--- src/ucf_pkg.sv ---
// Purpose: Shared constants and types for the control endpoint and endpoint FIFO allocator
// Assumes: 32-bit Avalon-MM register access, byte addresses
// Notes: Offsets are word aligned
package ucf_pkg;

  // ----------------------------------------
  // Register offsets (byte addresses)
  // ----------------------------------------
  localparam logic [5:0] UCF_OFS_CTRL = 6'h00;
  localparam logic [5:0] UCF_OFS_CEP = 6'h04;
  localparam logic [5:0] UCF_OFS_CNT = 6'h08;
  localparam logic [5:0] UCF_OFS_ADDR = 6'h0c;
  localparam logic [5:0] UCF_OFS_INDEX = 6'h10;
  localparam logic [5:0] UCF_OFS_EPCFG = 6'h14;
  localparam logic [5:0] UCF_OFS_MAXI = 6'h18;
  localparam logic [5:0] UCF_OFS_MAXO = 6'h1c;
  localparam logic [5:0] UCF_OFS_ALLOC = 6'h20;

  // ----------------------------------------
  // Control endpoint status bit positions
  // ----------------------------------------
  localparam int UCF_B_RXRDY = 0;
  localparam int UCF_B_TXRDY = 1;
  localparam int UCF_B_SENT_STALL = 2;
  localparam int UCF_B_DATA_END = 3;
  localparam int UCF_B_PREM_END = 4;
  localparam int UCF_B_SEND_STALL = 5;
  localparam int UCF_B_RX_RELEASE = 6;
  localparam int UCF_B_PREM_CLEAR = 7;

  // Endpoint config bit positions
  localparam int UCF_B_IN_ISO = 0;
  localparam int UCF_B_OUT_ISO = 1;
  localparam int UCF_B_IN_DBL = 2;
  localparam int UCF_B_OUT_DBL = 3;

  // ----------------------------------------
  // Sizes and reset values
  // ----------------------------------------
  localparam logic [5:0] UCF_CEP_MAX_PKT = 6'h20;
  localparam logic [3:0] UCF_SETUP_LEN = 4'h8;
  localparam int UCF_NUM_EP = 5;
  localparam logic [9:0] UCF_FIFO_BASE = 10'h020;
  localparam logic [6:0] UCF_ADDR_RST = 7'h00;
  localparam logic [31:0] UCF_UNMAPPED_RD = 32'h0000_0000;

  // ----------------------------------------
  // Types
  // ----------------------------------------
  typedef enum logic [1:0] {
    UCF_ST_IDLE = 2'b00,
    UCF_ST_TX = 2'b01,
    UCF_ST_RX = 2'b10
  } ucf_state_t;

  typedef enum logic [1:0] {
    UCF_PID_OUT = 2'b00,
    UCF_PID_IN = 2'b01,
    UCF_PID_SETUP = 2'b10
  } ucf_tok_t;

  typedef enum logic [1:0] {
    UCF_HS_NONE = 2'b00,
    UCF_HS_ACK = 2'b01,
    UCF_HS_NAK = 2'b10,
    UCF_HS_STALL = 2'b11
  } ucf_hs_t;

  // Packet event from the serial engine for the control endpoint
  typedef struct packed {
    logic valid;
    ucf_tok_t tok;
    logic data1;
    logic [9:0] len;
  } ucf_pkt_t;

  // Handshake answer back to the serial engine
  typedef struct packed {
    logic valid;
    ucf_hs_t hs;
  } ucf_ans_t;

endpackage : ucf_pkg

--- src/ucf_ctrl.sv ---
// Purpose: Control endpoint transfer state machine and endpoint 1-5 FIFO allocation
// Assumes: Serial engine delivers one decoded control-endpoint event per pulse
// Notes: One clock; Avalon-MM slave answers each access after one wait cycle
//
// Functional notes
// - Protocol error stalls, sets stall-sent, interrupts
// - Extra token after data-end is error
// - Oversized OUT data packet is error
// - Nonzero status DATA1 length is error
// - Send-stall bit stalls following requests
// - Unexpected data-stage token sets premature end
// - Setup accepted only at eight bytes
// - Setup decode; release moves to TX/RX
// - Received packet sets ready and interrupts
// - TX takes IN only; NAK without data
// - Sent packet clears ready; status ends idle
// - RX takes OUT only; data-end starts status
// - Bad OUT status stage stalls and interrupts
// - Byte count valid while ready set
// - Per-direction isochronous or bulk select
// - FIFO regions 32 to 512 bytes
// - Single buffering: IN top, OUT bottom
// - Double buffering: second buffers at midpoint
// - Control endpoint 32 bytes, single buffer
// - Only control endpoint until address set
//
// Local design decisions: register access over Avalon-MM and the placing of the registers.
`timescale 1ns/1ps
`default_nettype none

module ucf_ctrl
  import ucf_pkg::*;
(
  input wire logic clk_sys,
  input wire logic reset_n,
  input wire logic ctrl_enable,
  input wire logic [5:0] avs_address,
  input wire logic avs_read,
  input wire logic avs_write,
  input wire logic [31:0] avs_writedata,
  input wire logic [3:0] avs_byteenable,
  output logic [31:0] avs_readdata,
  output logic avs_waitrequest,
  input wire ucf_pkt_t pkt_in,
  input wire logic setup_has_data,
  input wire logic setup_dir_in,
  input wire logic [6:0] tok_addr,
  input wire logic [3:0] tok_ep,
  output ucf_ans_t ans_out,
  output logic cep_irq,
  output logic addr_match,
  output logic ep_usable
);

  // ----------------------------------------
  // Bus slave
  // ----------------------------------------
  logic ack_r;
  logic wr_go;
  logic cep_wr;
  logic [31:0] rdata_nxt;

  ucf_state_t state_r;
  logic rxrdy_r, txrdy_r, sent_stall_r, data_end_r, prem_end_r, send_stall_r;
  logic status_stage_r;
  logic dir_in_r, has_data_r;
  logic [9:0] cnt_r;
  logic [6:0] func_addr_r;
  logic [2:0] index_r;
  logic [3:0] epcfg_r [UCF_NUM_EP];
  logic [9:0] maxi_r [UCF_NUM_EP];
  logic [9:0] maxo_r [UCF_NUM_EP];
  logic [9:0] in_top [UCF_NUM_EP];
  logic [9:0] out_bot [UCF_NUM_EP];
  logic [9:0] mid [UCF_NUM_EP];
  logic [UCF_NUM_EP-1:0] fit_ok;
  logic sel_ok;
  logic [2:0] sel;

  // One wait cycle, then the access completes
  always_ff @(posedge clk_sys or negedge reset_n) begin
    if (!reset_n) begin
      ack_r <= 1'b0;
    end else begin
      ack_r <= (avs_read | avs_write) & ~ack_r;
    end
  end

  assign avs_waitrequest = (avs_read | avs_write) & ~ack_r;
  assign wr_go = avs_write & ack_r & avs_byteenable[0];
  assign cep_wr = wr_go & (avs_address == UCF_OFS_CEP);
  assign sel = index_r - 3'd1;
  assign sel_ok = (index_r != 3'd0) && (index_r <= 3'(UCF_NUM_EP));

  // ----------------------------------------
  // Control endpoint state machine
  // ----------------------------------------
  logic err_stall;
  logic prem_evt;
  logic rx_evt;
  logic tx_done;
  logic status_done;
  ucf_hs_t hs_nxt;
  ucf_state_t state_nxt;

  always_comb begin
    err_stall = 1'b0;
    prem_evt = 1'b0;
    rx_evt = 1'b0;
    tx_done = 1'b0;
    status_done = 1'b0;
    hs_nxt = UCF_HS_NONE;
    state_nxt = state_r;
    if (pkt_in.valid && ctrl_enable) begin
      if (pkt_in.tok == UCF_PID_SETUP) begin
        // Setup always restarts; a setup in a data stage is premature
        if (state_r != UCF_ST_IDLE) begin
          prem_evt = 1'b1;
        end
        state_nxt = UCF_ST_IDLE;
        if (pkt_in.len == 10'(UCF_SETUP_LEN)) begin
          rx_evt = 1'b1;
          hs_nxt = UCF_HS_ACK;
        end
      end else if (send_stall_r) begin
        hs_nxt = UCF_HS_STALL;
        err_stall = 1'b1;
        state_nxt = UCF_ST_IDLE;
      end else if (status_stage_r && !(state_r == UCF_ST_TX && txrdy_r)) begin
        // Status stage once the last loaded IN packet has gone
        if (dir_in_r && pkt_in.tok == UCF_PID_IN) begin
          err_stall = 1'b1;
        end else if (!dir_in_r && pkt_in.tok == UCF_PID_OUT) begin
          err_stall = 1'b1;
        end else if (pkt_in.tok == UCF_PID_OUT && pkt_in.len != 10'h000) begin
          err_stall = 1'b1;
        end else begin
          status_done = 1'b1;
          hs_nxt = (pkt_in.tok == UCF_PID_IN) ? UCF_HS_NONE : UCF_HS_ACK;
        end
        if (err_stall) begin
          hs_nxt = UCF_HS_STALL;
        end
        state_nxt = UCF_ST_IDLE;
      end else begin
        unique case (state_r)
          UCF_ST_IDLE: begin
            hs_nxt = UCF_HS_NAK;
          end
          UCF_ST_TX: begin
            if (pkt_in.tok != UCF_PID_IN) begin
              prem_evt = 1'b1;
              state_nxt = UCF_ST_IDLE;
            end else if (!txrdy_r) begin
              hs_nxt = UCF_HS_NAK;
            end else begin
              tx_done = 1'b1;
            end
          end
          UCF_ST_RX: begin
            if (pkt_in.tok != UCF_PID_OUT) begin
              prem_evt = 1'b1;
              state_nxt = UCF_ST_IDLE;
            end else if (pkt_in.len > 10'(UCF_CEP_MAX_PKT)) begin
              err_stall = 1'b1;
              hs_nxt = UCF_HS_STALL;
              state_nxt = UCF_ST_IDLE;
            end else if (rxrdy_r) begin
              hs_nxt = UCF_HS_NAK;
            end else begin
              rx_evt = 1'b1;
              hs_nxt = UCF_HS_ACK;
            end
          end
          default: begin
            state_nxt = UCF_ST_IDLE;
          end
        endcase
      end
    end
    // Release of setup with data stage moves to TX or RX
    if (cep_wr && avs_writedata[UCF_B_RX_RELEASE] && !avs_writedata[UCF_B_DATA_END]
        && state_r == UCF_ST_IDLE && has_data_r && !(pkt_in.valid && ctrl_enable)) begin
      state_nxt = dir_in_r ? UCF_ST_TX : UCF_ST_RX;
    end
  end

  // State register; enable clear holds everything idle
  always_ff @(posedge clk_sys or negedge reset_n) begin
    if (!reset_n) begin
      state_r <= UCF_ST_IDLE;
    end else if (!ctrl_enable) begin
      state_r <= UCF_ST_IDLE;
    end else begin
      state_r <= state_nxt;
    end
  end

  // Setup decode latch
  always_ff @(posedge clk_sys or negedge reset_n) begin
    if (!reset_n) begin
      has_data_r <= 1'b0;
      dir_in_r <= 1'b0;
    end else if (pkt_in.valid && ctrl_enable && pkt_in.tok == UCF_PID_SETUP && rx_evt) begin
      has_data_r <= setup_has_data;
      dir_in_r <= setup_dir_in;
    end
  end

  // Packet ready, data-end and byte count; hardware set wins over software clear
  always_ff @(posedge clk_sys or negedge reset_n) begin
    if (!reset_n) begin
      rxrdy_r <= 1'b0;
      txrdy_r <= 1'b0;
      data_end_r <= 1'b0;
      status_stage_r <= 1'b0;
      cnt_r <= 10'h000;
    end else if (!ctrl_enable) begin
      rxrdy_r <= 1'b0;
      txrdy_r <= 1'b0;
      data_end_r <= 1'b0;
      status_stage_r <= 1'b0;
      cnt_r <= 10'h000;
    end else begin
      if (cep_wr) begin
        if (avs_writedata[UCF_B_RX_RELEASE]) rxrdy_r <= 1'b0;
        if (avs_writedata[UCF_B_TXRDY]) txrdy_r <= 1'b1;
        if (avs_writedata[UCF_B_DATA_END]) begin
          data_end_r <= 1'b1;
          status_stage_r <= 1'b1;
        end
      end
      if (rx_evt) begin
        rxrdy_r <= 1'b1;
        cnt_r <= pkt_in.len;
      end
      if (tx_done) txrdy_r <= 1'b0;
      if (status_done || err_stall || prem_evt || (rx_evt && pkt_in.tok == UCF_PID_SETUP)) begin
        data_end_r <= 1'b0;
        status_stage_r <= 1'b0;
      end
    end
  end

  // Stall and premature-end flags; the hardware event wins over a clear
  always_ff @(posedge clk_sys or negedge reset_n) begin
    if (!reset_n) begin
      sent_stall_r <= 1'b0;
      prem_end_r <= 1'b0;
      send_stall_r <= 1'b0;
    end else if (!ctrl_enable) begin
      sent_stall_r <= 1'b0;
      prem_end_r <= 1'b0;
      send_stall_r <= 1'b0;
    end else begin
      if (cep_wr) begin
        if (!avs_writedata[UCF_B_SENT_STALL]) sent_stall_r <= 1'b0;
        if (avs_writedata[UCF_B_PREM_CLEAR]) prem_end_r <= 1'b0;
        send_stall_r <= avs_writedata[UCF_B_SEND_STALL];
      end
      if (err_stall) sent_stall_r <= 1'b1;
      if (prem_evt) prem_end_r <= 1'b1;
    end
  end

  // Handshake answer, one cycle after the token
  always_ff @(posedge clk_sys or negedge reset_n) begin
    if (!reset_n) begin
      ans_out <= '0;
    end else begin
      ans_out.valid <= (hs_nxt != UCF_HS_NONE);
      ans_out.hs <= hs_nxt;
    end
  end

  // Event interrupt pulse
  always_ff @(posedge clk_sys or negedge reset_n) begin
    if (!reset_n) begin
      cep_irq <= 1'b0;
    end else begin
      cep_irq <= rx_evt | tx_done | status_done | err_stall | prem_evt;
    end
  end

  // ----------------------------------------
  // Address and endpoint configuration
  // ----------------------------------------
  // Function address; enable clear returns to the default address
  always_ff @(posedge clk_sys or negedge reset_n) begin
    if (!reset_n) begin
      func_addr_r <= UCF_ADDR_RST;
    end else if (!ctrl_enable) begin
      func_addr_r <= UCF_ADDR_RST;
    end else if (wr_go && avs_address == UCF_OFS_ADDR) begin
      func_addr_r <= avs_writedata[6:0];
    end
  end

  // Endpoint select index for the indexed registers
  always_ff @(posedge clk_sys or negedge reset_n) begin
    if (!reset_n) begin
      index_r <= 3'd0;
    end else if (!ctrl_enable) begin
      index_r <= 3'd0;
    end else if (wr_go && avs_address == UCF_OFS_INDEX) begin
      index_r <= avs_writedata[2:0];
    end
  end

  // Only the control endpoint answers until an address is assigned
  assign addr_match = (tok_addr == func_addr_r);
  assign ep_usable = addr_match && ((tok_ep == 4'd0) ||
                     (func_addr_r != 7'd0 && tok_ep <= 4'(UCF_NUM_EP)));

  // Per-endpoint config and FIFO placement
  genvar g;
  generate
    for (g = 0; g < UCF_NUM_EP; g++) begin : g_ep
      localparam logic [9:0] SIZE = 10'(UCF_FIFO_BASE << g);
      localparam logic [9:0] BASE = 10'(UCF_FIFO_BASE * ((1 << g) - 1));
      always_ff @(posedge clk_sys or negedge reset_n) begin
        if (!reset_n) begin
          epcfg_r[g] <= 4'h0;
          maxi_r[g] <= 10'h000;
          maxo_r[g] <= 10'h000;
        end else if (wr_go && sel_ok && sel == 3'(g)) begin
          if (avs_address == UCF_OFS_EPCFG) epcfg_r[g] <= avs_writedata[3:0];
          if (avs_address == UCF_OFS_MAXI) maxi_r[g] <= avs_writedata[9:0];
          if (avs_address == UCF_OFS_MAXO) maxo_r[g] <= avs_writedata[9:0];
        end
      end
      assign mid[g] = BASE + (SIZE >> 1);
      assign in_top[g] = BASE + SIZE - 10'd1;
      assign out_bot[g] = BASE;
      // Sum limit: whole region single, half region when either doubles
      assign fit_ok[g] = (epcfg_r[g][UCF_B_IN_DBL] | epcfg_r[g][UCF_B_OUT_DBL]) ?
                         (11'(maxi_r[g]) + 11'(maxo_r[g]) <= 11'(SIZE >> 1)) :
                         (11'(maxi_r[g]) + 11'(maxo_r[g]) <= 11'(SIZE));
    end
  endgenerate

  // ----------------------------------------
  // Read mux
  // ----------------------------------------
  always_comb begin
    rdata_nxt = UCF_UNMAPPED_RD;
    unique case (avs_address)
      UCF_OFS_CTRL: rdata_nxt = {29'd0, 2'(state_r), ctrl_enable};
      UCF_OFS_CEP: rdata_nxt = {26'd0, send_stall_r, prem_end_r, data_end_r,
                                sent_stall_r, txrdy_r, rxrdy_r};
      UCF_OFS_CNT: rdata_nxt = {22'd0, cnt_r};
      UCF_OFS_ADDR: rdata_nxt = {25'd0, func_addr_r};
      UCF_OFS_INDEX: rdata_nxt = {29'd0, index_r};
      UCF_OFS_EPCFG: if (sel_ok) rdata_nxt = {28'd0, epcfg_r[sel]};
      UCF_OFS_MAXI: if (sel_ok) rdata_nxt = {22'd0, maxi_r[sel]};
      UCF_OFS_MAXO: if (sel_ok) rdata_nxt = {22'd0, maxo_r[sel]};
      UCF_OFS_ALLOC: if (sel_ok) rdata_nxt = {1'b0, fit_ok[sel], in_top[sel], mid[sel], out_bot[sel]};
      default: rdata_nxt = UCF_UNMAPPED_RD;
    endcase
  end

  // Registered read data, valid with waitrequest low
  always_ff @(posedge clk_sys or negedge reset_n) begin
    if (!reset_n) begin
      avs_readdata <= 32'h0000_0000;
    end else if (avs_read && !ack_r) begin
      avs_readdata <= rdata_nxt;
    end
  end

endmodule : ucf_ctrl

`default_nettype wire

--- config.mk ---
export PLATFORM = sky130hd
export DESIGN_NAME = ucf_ctrl
export DESIGN_NICKNAME = d
export VERILOG_FILES = /design/src/ucf_pkg.sv /design/src/ucf_ctrl.sv
export SDC_FILE = /design/constraint.sdc
export NUM_CORES = 1
export LEC_CHECK = 0
export ABC_AREA = 1
export ABC_CLOCK_PERIOD_IN_PS = 2700
export BUFFER_PORTS_ARGS = -buffer_cell sky130_fd_sc_hd__buf_2
export CORE_MARGIN = 4
export CORE_UTILIZATION = 24
export CTS_BUF_LIST = sky130_fd_sc_hd__clkbuf_16
export CTS_CLUSTER_SIZE = 30
export DETAILED_ROUTE_END_ITERATION = 7
export PLACE_DENSITY = 0.4
export SYNTH_ARGS = -nofsm -noshare
export SYNTH_HDL_FRONTEND = slang
export SYNTH_SLANG_ARGS = --single-unit
--- constraint.sdc ---
create_clock -name clk_sys -period 2.7 [get_ports clk_sys]
set_input_delay 0.54 -clock clk_sys [delete_from_list [all_inputs] [get_ports clk_sys]]
set_output_delay 0.54 -clock clk_sys [all_outputs]
set_load 0.01 [all_outputs]
# Yosys cells after proc, flatten, opt, wreduce, memory -nomap -nowiden
# Memory sizes are Yosys's and may differ from the RTL's.
# Index checks and enable logic that the tools add are counted.
[totals] reg_bits=187 output_inout_bits=39 inputBits=74 romBits=240 elab_cells=303 n_memories=3
[mem_list] memory="(name not given)" depth=8 word_bits=10 rd=1 rd_clocked_by_memory_dff=0 wr=0 line="ucf_ctrl.sv:357" source="UCF_OFS_ALLOC: if (sel_ok) rdata_nxt = {1'b0, fit_ok[sel], in_top[sel], mid[sel], out_bot[sel]};"
[mem_list] memory="(name not given)" depth=8 word_bits=10 rd=1 rd_clocked_by_memory_dff=0 wr=0 line="ucf_ctrl.sv:357"
[mem_list] memory="(name not given)" depth=8 word_bits=10 rd=1 rd_clocked_by_memory_dff=0 wr=0 line="ucf_ctrl.sv:357"
[op_classes] n_reduce_logical=67 eq_ne=37 n_lt_le_gt_ge=15 add_sub_neg=6 mux=127 bitwise=16
[op_table] operator="one-hot mux 31 bit (9 select lines)" n=1
[op_table] operator="2-to-1 mux 10 bit" n=14
[op_table] operator="2-to-1 mux 1 bit" n=77
[op_table] operator="binary-select mux 10 bit (select 3 bit)" n=2
[op_table] operator="adder 10 x 10 -> 11 bit" n=5
[op_table] operator="2-to-1 mux 2 bit" n=20
[op_table] operator="AND reduction 2 bit" n=20
[op_table] operator="2-to-1 mux 31 bit" n=1
[op_table] operator="inequality test 3 x 1 -> 1 bit (second input constant)" n=10
[op_table] operator="logical AND 1 bit" n=26
[op_table] operator="equality test 6 x 5 -> 1 bit (second input constant)" n=4
[op_table] operator="less-or-equal comparator 11 x 6 -> 1 bit (second input constant)" n=2
[op_table] operator="less-or-equal comparator 11 x 7 -> 1 bit (second input constant)" n=2
[op_table] operator="less-or-equal comparator 11 x 8 -> 1 bit (second input constant)" n=2
[op_table] operator="less-or-equal comparator 11 x 9 -> 1 bit (second input constant)" n=2
[op_table] operator="2-to-1 mux 7 bit" n=2
[op_table] operator="binary-select mux 4 bit (select 3 bit)" n=1
[op_table] operator="equality test 6 x 4 -> 1 bit (second input constant)" n=2
[op_table] operator="2-to-1 mux 4 bit" n=3
[op_table] operator="one-hot mux 2 bit (3 select lines)" n=2
[op_table] operator="less-or-equal comparator 11 x 10 -> 1 bit (second input constant)" n=1
[op_table] operator="less-or-equal comparator 11 x 5 -> 1 bit (second input constant)" n=1
[op_table] operator="equality test 10 x 4 -> 1 bit (second input constant)" n=1
[op_table] operator="> comparator 10 x 6 -> 1 bit (second input constant)" n=1
[op_table] operator="other kinds (36)" n=66

# Longest topological paths before layout
# Gate-level depths: netlist (run 1).
[logic_depth] ltp_word=18 ltp_mapped=17 depth_no_buf=17

# Worst setup path after synthesis (run 1)
# Ideal clock, no wire load.
[synth_timing] path_type="register -> register" start="reg index_r[0]" end="reg avs_readdata[4]" slack_ns=0.145 setup_ns=0.083 t_arrival_ns=2.472 required_ns=2.617 path_buffers=4 stages_incl_launch_ff=15 period_less_slack_ns=2.555 path_cell_list="dfrtp_1 buf_6 inv_1 buf_2 buf_2 ha_1 inv_1 ha_1 inv_2 nor2_2 buf_2 a21oi_1 o22ai_1 a21oi_1 o21ai_0"
[synth_between] elab_chain_len=7 word_cells_on_any_way=18 cone_classes="add/sub: 1; order compare: 1; mux: 12; bitwise: 1; reduce/logical: 2; memory: 1"
[synth_rtl] element="start: declaration" line="ucf_ctrl.sv:69" source="logic [2:0] index_r;"
[synth_rtl] element="start signal: assignment" line="ucf_ctrl.sv:306" source="index_r <= avs_writedata[2:0];"
[synth_rtl] element="subtractor 3 x 1 -> 3 bit" line="ucf_ctrl.sv:92" source="assign sel = index_r - 3'd1;"
[synth_rtl] element="inverter 3 -> 4 bit (implied by the code)" line="ucf_ctrl.sv:355, ucf_ctrl.sv:356, ucf_ctrl.sv:357"
[synth_rtl] element="memory read (8 x 10 bit) (tied with other cells)"
[synth_rtl] element="2-to-1 mux 10 bit (on tied branches) (2 in series)" line="ucf_ctrl.sv:357, ucf_ctrl.sv:355, ucf_ctrl.sv:356"
[synth_rtl] element="2-to-1 mux 31 bit (tied with other cells)" line="ucf_ctrl.sv:357"
[synth_rtl] element="one-hot mux 31 bit (9 select lines) *" line="ucf_ctrl.sv:347" source="unique case (avs_address)"
[synth_rtl] element="end signal: assignment" line="ucf_ctrl.sv:367" source="avs_readdata <= rdata_nxt;"
[synth_rtl] element="end: declaration" line="ucf_ctrl.sv:42" source="output logic [31:0] avs_readdata,"
# Every way passes the cells marked *; elsewhere a longest branch is shown, timed or not. The select of a mux whose other input is x is not followed.
# A chain may end at the register's enable or synchronous reset.

# Final worst setup path (run 1)
[layout_timing] start="reg index_r[0]" end="reg avs_readdata[5]"
# The elaborated chain is that of the path after synthesis.

==> flow_metrics.env, run 1 <==
export IMPL_dp_hpwl_mm=31.65
export IMPL_synthTopCellsByCount="nand2_1 (444), inv_1 (202), dfrtp_1 (175), o21ai_0 (148), nor2_1 (140)"
export IMPL_synth_area_leaders="dfrtp_1 (38%), nand2_1 (14%), ha_1 (6.6%), inv_1 (6.6%), o21ai_0 (6.4%)"
export IMPL_r2r_setup_slack_ns=0.26
export IMPL_drc=0
export IMPL_rr_worst_depth=11
export IMPL_ys_warn_count=0
export IMPL_relSlewSlack=0.3083
export IMPL_leakage_nw=6.633
export IMPL_setup_worst_path_start_class="flop"
export IMPL_required_ns=3.05
export IMPL_io_pins=113
export IMPL_wirelength_mm=41.29
export IMPL_fin_skew_ns=0.008170
export IMPL_synthesis_area_mm2=0.01153
export IMPL_ys_flop_type="dfrtp_1"
export IMPL_dr_pass1_iters=5
export IMPL_rsz0062_at_grt="no"
export IMPL_synth_edf_count=0
export IMPL_synth_most_common_cell="nand2_1"
export IMPL_hold_class="input port to asynchronous set/reset pin"
export IMPL_grt_pass1_vias=10650
export IMPL_ant_nets=0
export IMPL_hold_viol_final=0
export IMPL_die_area_mm2=0.05162
export IMPL_grt_overflow=0
export IMPL_yosysUniqueCellTypes=52
export IMPL_r2r_end="avs_readdata[5]"
export IMPL_fp_dieH_um=227.2
export IMPL_rows=80
export IMPL_synth_cells=1606
export IMPL_antenna_found_initial=3
export IMPL_min_period_ns=2.443
export IMPL_cts_setup_buffers=0
export IMPL_cts_buffers=17
export IMPL_critical_path_arrival_ns=2.79
export IMPL_synth_area_per_cell_um2=7.180
export IMPL_start_util=0.2420
export IMPL_fillers=5265
export IMPL_gp_congestion=0.8985
export IMPL_vias=10750
export IMPL_fin_nets=1825
export IMPL_routedWlPerCell_um=17.84
export IMPL_grt_pass1_wl_mm=63.34
export IMPL_fin_cells=2314
export IMPL_gr_usage_all_layers=0.1621
export IMPL_clock_root_buffer="clkbuf_16"
export IMPL_multi_input_area_mm2=0.006028
export IMPL_worst_pin_slew_ns=1.033
export IMPL_place_inst=2281
export IMPL_grt_start_max_net_pins=62
export IMPL_port_buffers=80
export IMPL_yosysTopAreaCell="dfrtp_1"
export IMPL_power_density_mw_per_mm2=449.5
export IMPL_die_x_um=227.2
export IMPL_synth_top_area_frac=0.3798
export IMPL_synth_seq_cells=175
export IMPL_cp_max_fo=24
export IMPL_path_clk_slew_ns=0.07
export IMPL_finalSetupViolations=0
export IMPL_layout_drive_gt1_share=0.1137
export IMPL_maxSlewViolCount=0
export IMPL_ys_seq_area_frac=0.3798
export IMPL_status="finished, final reports clean"
export IMPL_clock_latency_ns=0.46
export IMPL_r2r_start="index_r[0]"
export IMPL_worstSetupPathType="flop to flop"
export IMPL_clock_tree_buffer_depth=2
export IMPL_setup_tns_final_ns=0
export IMPL_coreArea_mm2=0.04765
export IMPL_max_freq_mhz=409.3
export IMPL_cts_max_level=4
export IMPL_clkSinkCount=175
export IMPL_register_area_mm2=0.004380
export IMPL_async_flop_share=1.000
export IMPL_routed_via_density=4.646
export IMPL_area_delta_synth_final_pct=16.48
export IMPL_cts_tree="built"
export IMPL_cap_violations=0
export IMPL_min_period_over_period=0.9049
export IMPL_drt_iter0_drc=666
export IMPL_crit_path_end_kind="flop"
export IMPL_peakVddDrop_mv=0.4051
## stage by stage
stage               area [µm²]    util  total power (W)  setup WS [ns]  hold WS, ns
CTS                      13420  0.2817         0.006151         0.1819      0.04225
detailed placement       12850  0.2698         0.003593         0.2041       0.4643
floorplan                11550       -         0.003164         0.1451       0.2444
global placement         12850  0.2698         0.003593         0.2247       0.4705
finish                   13430  0.2819         0.006037         0.2567      0.04256
global route             13430  0.2819         0.006299        0.05239      0.06233
## power by group
group	switching [W]	internal, W	leakage (nW)
Clock	0.00115	0.00136	0.274
Sequential	0.0000336	0.00266	2.25
Combinational	0.000594	0.000247	4.10
## worst max path at each step
stage,startpoint,end,slack [ns],cells after the start
after floorplan,index_r[0],avs_readdata[4],0.15,14
after global placement,maxo_r[10],avs_readdata[30],0.22,14
after detailed placement,maxo_r[10],avs_readdata[30],0.20,14
after CTS,maxo_r[10],avs_readdata[30],0.18,14
after global routing,maxo_r[10],avs_readdata[30],0.05,16
final,index_r[0],avs_readdata[5],0.26,11
## layout make-up
| cell class | instances | area share |
|---|---|---|
| diodes | 1 | 0.0001863 |
| clock buffers | 17 | 0.03167 |
| clock inverters | 15 | 0.01081 |
| inverters | 212 | 0.05925 |
| multi-input cells | 1159 | 0.4488 |
| flip-flops and latches | 175 | 0.3261 |
| well taps | 615 | 0.05729 |
| repair buffers | 120 | 0.06586 |
## registers in the layout, indices dropped and copies added, names as in the netlist, 2 cells and up
register and flops:
index_r 3, maxo_r 50, cnt_r 10, func_addr_r 7, epcfg_r 20, ans_out 3
maxi_r 50, state_r 2, avs_readdata 20
## timing repair
action | in CTS | in global routing
endpoints found under the setup margin | 0 | 1
hold buffers | 0 | 0
gates resized for setup | 0 | 1
## critical path: stages (launching register included)
cell and delay, ns:
dfrtp_2 0.43, inv_1 0.12, ha_1 0.33, inv_1 0.15, buf_12 0.20, nand3_1 0.19
a32oi_1 0.37, o22ai_1 0.11, o21ai_0 0.22, nand2_1 0.08, nand2_1 0.08, nand2_1 0.05
## metal layers
metal,part of all wire,vias up,GRT usage
li1,-,5382,-
met1,0.47,5111,0.2206
met2,0.47,211,0.2669
met3,0.039,46,0.02850
met4,0.020,2,0.04431
met5,0.00027,-,0
## layout by cell type (no fill, tap or decap), drive strengths merged, types with 2 or more instances in the layout
cell type	instances
a22oi	6
dfrtp	175
clkinv	12
a32o	3
mux2	2
nor2	153
buf	119
clkinvlp	3
nand3b	3
a21o	3
xnor2	10
o41ai	2
o31ai	5
bufinv	2
a32oi	7
o21ai	153
xor2	11
or2	2
a211oi	3
o221ai	5
nor3	8
nand4	25
nand3	110
a21oi	89
fa	5
clkbuf	18
o211ai	14
ha	61
inv	210
conb	6
o21bai	2
nand2	447
o22ai	16
## logic make-up (layout without fill, tap and decap cells)
logic type	after synthesis	count (layout)	share of synthesized area
compound gates	314	314	0.1568
xor+xnor	21	21	0.01595
fa+ha+maj	66	66	0.07487
buf+inv	277	364	0.09950
flops	175	175	0.3798
mux	2	2	0.001953
other cells	1	7	0.0003252
simple gates	750	750	0.2708
Note: power is estimated with default switching activity, not from simulation.
==> run 2, diff against run 1 <==
--- a/config.mk
+++ b/config.mk
@@ -5,7 +5,6 @@
 export SDC_FILE = /design/constraint.sdc
 export NUM_CORES = 1
 export LEC_CHECK = 0
-export ABC_AREA = 1
 export ABC_CLOCK_PERIOD_IN_PS = 2700
 export BUFFER_PORTS_ARGS = -buffer_cell sky130_fd_sc_hd__buf_2
 export CORE_MARGIN = 4
@@ -13,7 +12,8 @@
 export CTS_BUF_LIST = sky130_fd_sc_hd__clkbuf_16
 export CTS_CLUSTER_SIZE = 30
 export DETAILED_ROUTE_END_ITERATION = 7
-export PLACE_DENSITY = 0.4
+export GPL_TIMING_DRIVEN = 0
+export PLACE_DENSITY = 0.41
 export SYNTH_ARGS = -nofsm -noshare
 export SYNTH_HDL_FRONTEND = slang
 export SYNTH_SLANG_ARGS = --single-unit
==> flow_metrics.env, run 2 <==
export IMPL_status="finished, violations left"
export IMPL_violations="setup timing"
export IMPL_clock_tree_buffer_depth=2
export IMPL_finalSetupViolations=1
export IMPL_ant_nets=0
export IMPL_ys_warn_count=0
export IMPL_vias=8259
export IMPL_min_period_over_period=1.049
export IMPL_gp_congestion=0.8419
export IMPL_wirelength_mm=35.45
export IMPL_slowest_delay_ns=0.42
export IMPL_path_depth=12
export IMPL_ys_seq_area_frac=0.4081
export IMPL_dp_hpwl_mm=26.58
export IMPL_cp_max_fo=3
export IMPL_synth_area_per_cell_um2=11.01
export IMPL_final_common_cell="dfrtp_1"
export IMPL_critical_path_arrival_ns=3.18
export IMPL_clock_latency_ns=0.45
export IMPL_crit_path_end_kind="flop"
export IMPL_place_ws_ns=-0.5979
export IMPL_rows=77
export IMPL_synth_seq_cells=175
export IMPL_worstSetupPathType="flop to flop"
export IMPL_path_clk_slew_ns=0.08
export IMPL_critPathSlowestCell="dfrtp_1"
export IMPL_routed_via_density=4.861
export IMPL_die_x_um=219.5
export IMPL_cts_max_level=4
export IMPL_synth_top_area_frac=0.4081
export IMPL_fin_skew_ns=0.01254
export IMPL_coreArea_mm2=0.04422
export IMPL_layout_common_cells="dfrtp_1 (172), mux2_2 (95), buf_2 (77)"
export IMPL_io_pins=113
export IMPL_hold_ws_ns=0.02120
export IMPL_cp_common_cell="a21oi_1"
export IMPL_hold_viol_final=0
export IMPL_ys_flop_type="dfrtp_1"
export IMPL_grt_start_max_net_pins=105
export IMPL_highest_layer="met4"
export IMPL_grt_overflow=0
export IMPL_synth_edf_count=0
export IMPL_peakVddDrop_mv=0.4321
export IMPL_routed_wl_met3_um=939
export IMPL_cpLargestDelayFamily="compound AO/OA/AOI/OAI gates"
export IMPL_leakage_nw=6.040
export IMPL_port_buffers=75
export IMPL_power_density_mw_per_mm2=418.5
export IMPL_grt_pass1_vias=8190
export IMPL_worst_pin_slew_ns=0.8680
export IMPL_synth_most_common_cell="dfrtp_1"
export IMPL_postCtsHoldBufs=0
export IMPL_min_period_ns=2.834
export IMPL_fp_dieH_um=219.5
export IMPL_layout_drive_gt1_share=0.2936
export IMPL_cap_violations=0
export IMPL_maxSlewViolCount=0
export IMPL_hold_class="input port to asynchronous set/reset pin"
export IMPL_required_ns=3.04
export IMPL_max_freq_mhz=352.9
export IMPL_grt_pass1_wl_mm=53.19
export IMPL_route_met2_wl_mm=16.89
export IMPL_fillers=4548
export IMPL_critical_path_buf_inv_count=1
export IMPL_cts_tree="built"
export IMPL_antennaDiodeCount=0
export IMPL_path_cells="ha_1, inv_1, fa_1, nand2b_1, a21oi_1, o31ai_1, a21oi_1, xor2_1, a21oi_1, o2111ai_1, o21ai_1, a221o_1"
export IMPL_clkSinkCount=175
export IMPL_yosysTopAreaCell="dfrtp_1"
export IMPL_yosysUniqueCellTypes=79
export IMPL_die_area_mm2=0.04816
export IMPL_synth_cells=975
export IMPL_fin_nets=1234
export IMPL_dr_pass1_iters=5
export IMPL_drt_iter0_drc=457
export IMPL_async_flop_share=1.000
export IMPL_area_delta_synth_final_pct=19.82
export IMPL_routedWlPerCell_um=20.86
export IMPL_clock_root_buffer="clkbuf_16"
export IMPL_setup_worst_path_start_class="flop"
export IMPL_antenna_found_initial=0
export IMPL_gr_usage_all_layers=0.1482
export IMPL_largestRegisters="maxi_r x50, maxo_r x50"
export IMPL_rr_worst_depth=12
export IMPL_start_util=0.2427
export IMPL_synthTopCellsByCount="dfrtp_1 (175), mux2_2 (95), nand2_1 (70), ha_1 (61), nor2_1 (49)"
export IMPL_synth_area_leaders="dfrtp_1 (41%), mux2_2 (10%), ha_1 (7.1%), mux4_2 (5.2%), mux2_1 (3.0%)"
export IMPL_rsz0062_at_grt="yes"
export IMPL_cts_buffers=17
export IMPL_met1_length_mm=17.13
export IMPL_relSlewSlack=0.4160
export IMPL_synthesis_area_mm2=0.01073
export IMPL_worst_slack_ns=-0.1336
export IMPL_fin_util=0.2908
export IMPL_drc=0
## run 2: power breakdown
part           total, W  leakage [nW]  internal, W  switching, W
Combinational  0.000273          3.34    0.0000769      0.000196
Clock           0.00248         0.276      0.00128       0.00119
Sequential      0.00263          2.43      0.00263    0.00000477
## run 2: worst paths after layout
path / start / end / slack, ns
worst max-delay path: maxi_r[10] / avs_readdata[30] / -0.13
worst min-delay path: reset_n / ans_out[0] / 0.02
worst max register to register: maxi_r[10] / avs_readdata[30] / -0.13
worst min register to register: avs_readdata[16] / avs_readdata[16] / 0.49
max in group asynchronous: reset_n / maxi_r[45] / 1.68
min in group clk_sys: setup_dir_in / dir_in_r / 0.32
## run 2: routing by layer
metal | global-route usage | vias up
li1 | - | 3847
met1 | 0.2096 | 4261
met2 | 0.2400 | 125
met3 | 0.02068 | 26
met4 | 0.03581 | 0
met5 | 0 | -
## run 2: logic make-up (layout without fill, tap and decap cells)
| family | after synthesis | count (layout) | synth area share |
|---|---|---|---|
| XOR/XNOR | 30 | 30 | 0.02448 |
| multiplexers | 161 | 161 | 0.1938 |
| AO/OA/AOI/OAI | 223 | 223 | 0.1398 |
| AND/OR/NAND/NOR | 235 | 235 | 0.1113 |
| buffers and inverters | 84 | 211 | 0.04174 |
| flip-flops | 175 | 175 | 0.4081 |
| other | 1 | 6 | 0.0003494 |
| adder cells (fa/ha/maj) | 66 | 66 | 0.08045 |
## run 2: layout make-up
cell class	count	area, µm²	area share
Tap cell	592	740.7	0.05760
Multi-Input combinational cell	721	6120	0.4759
Clock inverter	15	137.6	0.01070
Inverter	26	110.1	0.008563
Clock buffer	17	425.4	0.03308
Buffer	57	379.1	0.02948
Sequential cell	175	4383	0.3409
Timing Repair Buffer	96	563.0	0.04379
## run 2: repair_timing
action                                  CTS  global route
resized for setup                        41            19
pin swaps                                10             5
endpoints found under the setup margin   90            17
setup buffers                            14             6
## run 2: per-stage QoR
| stage | total power (W) | setup TNS [ns] | cell area (µm²) | instances |
|---|---|---|---|---|
| 5_1_grt | 0.005579 | -0.2468 | 12860 | 1699 |
| 3_5_place_dp | 0.002961 | -27.07 | 11900 | 1648 |
| 4_1_cts | 0.005460 | -0.2338 | 12730 | 1693 |
| 3_3_place_gp | 0.002956 | -382.91 | 11870 | 1647 |
| 2_1_floorplan | 0.002788 | 0 | 10750 | 980 |
| 6_report | 0.005381 | -0.1336 | 12860 | 1699 |
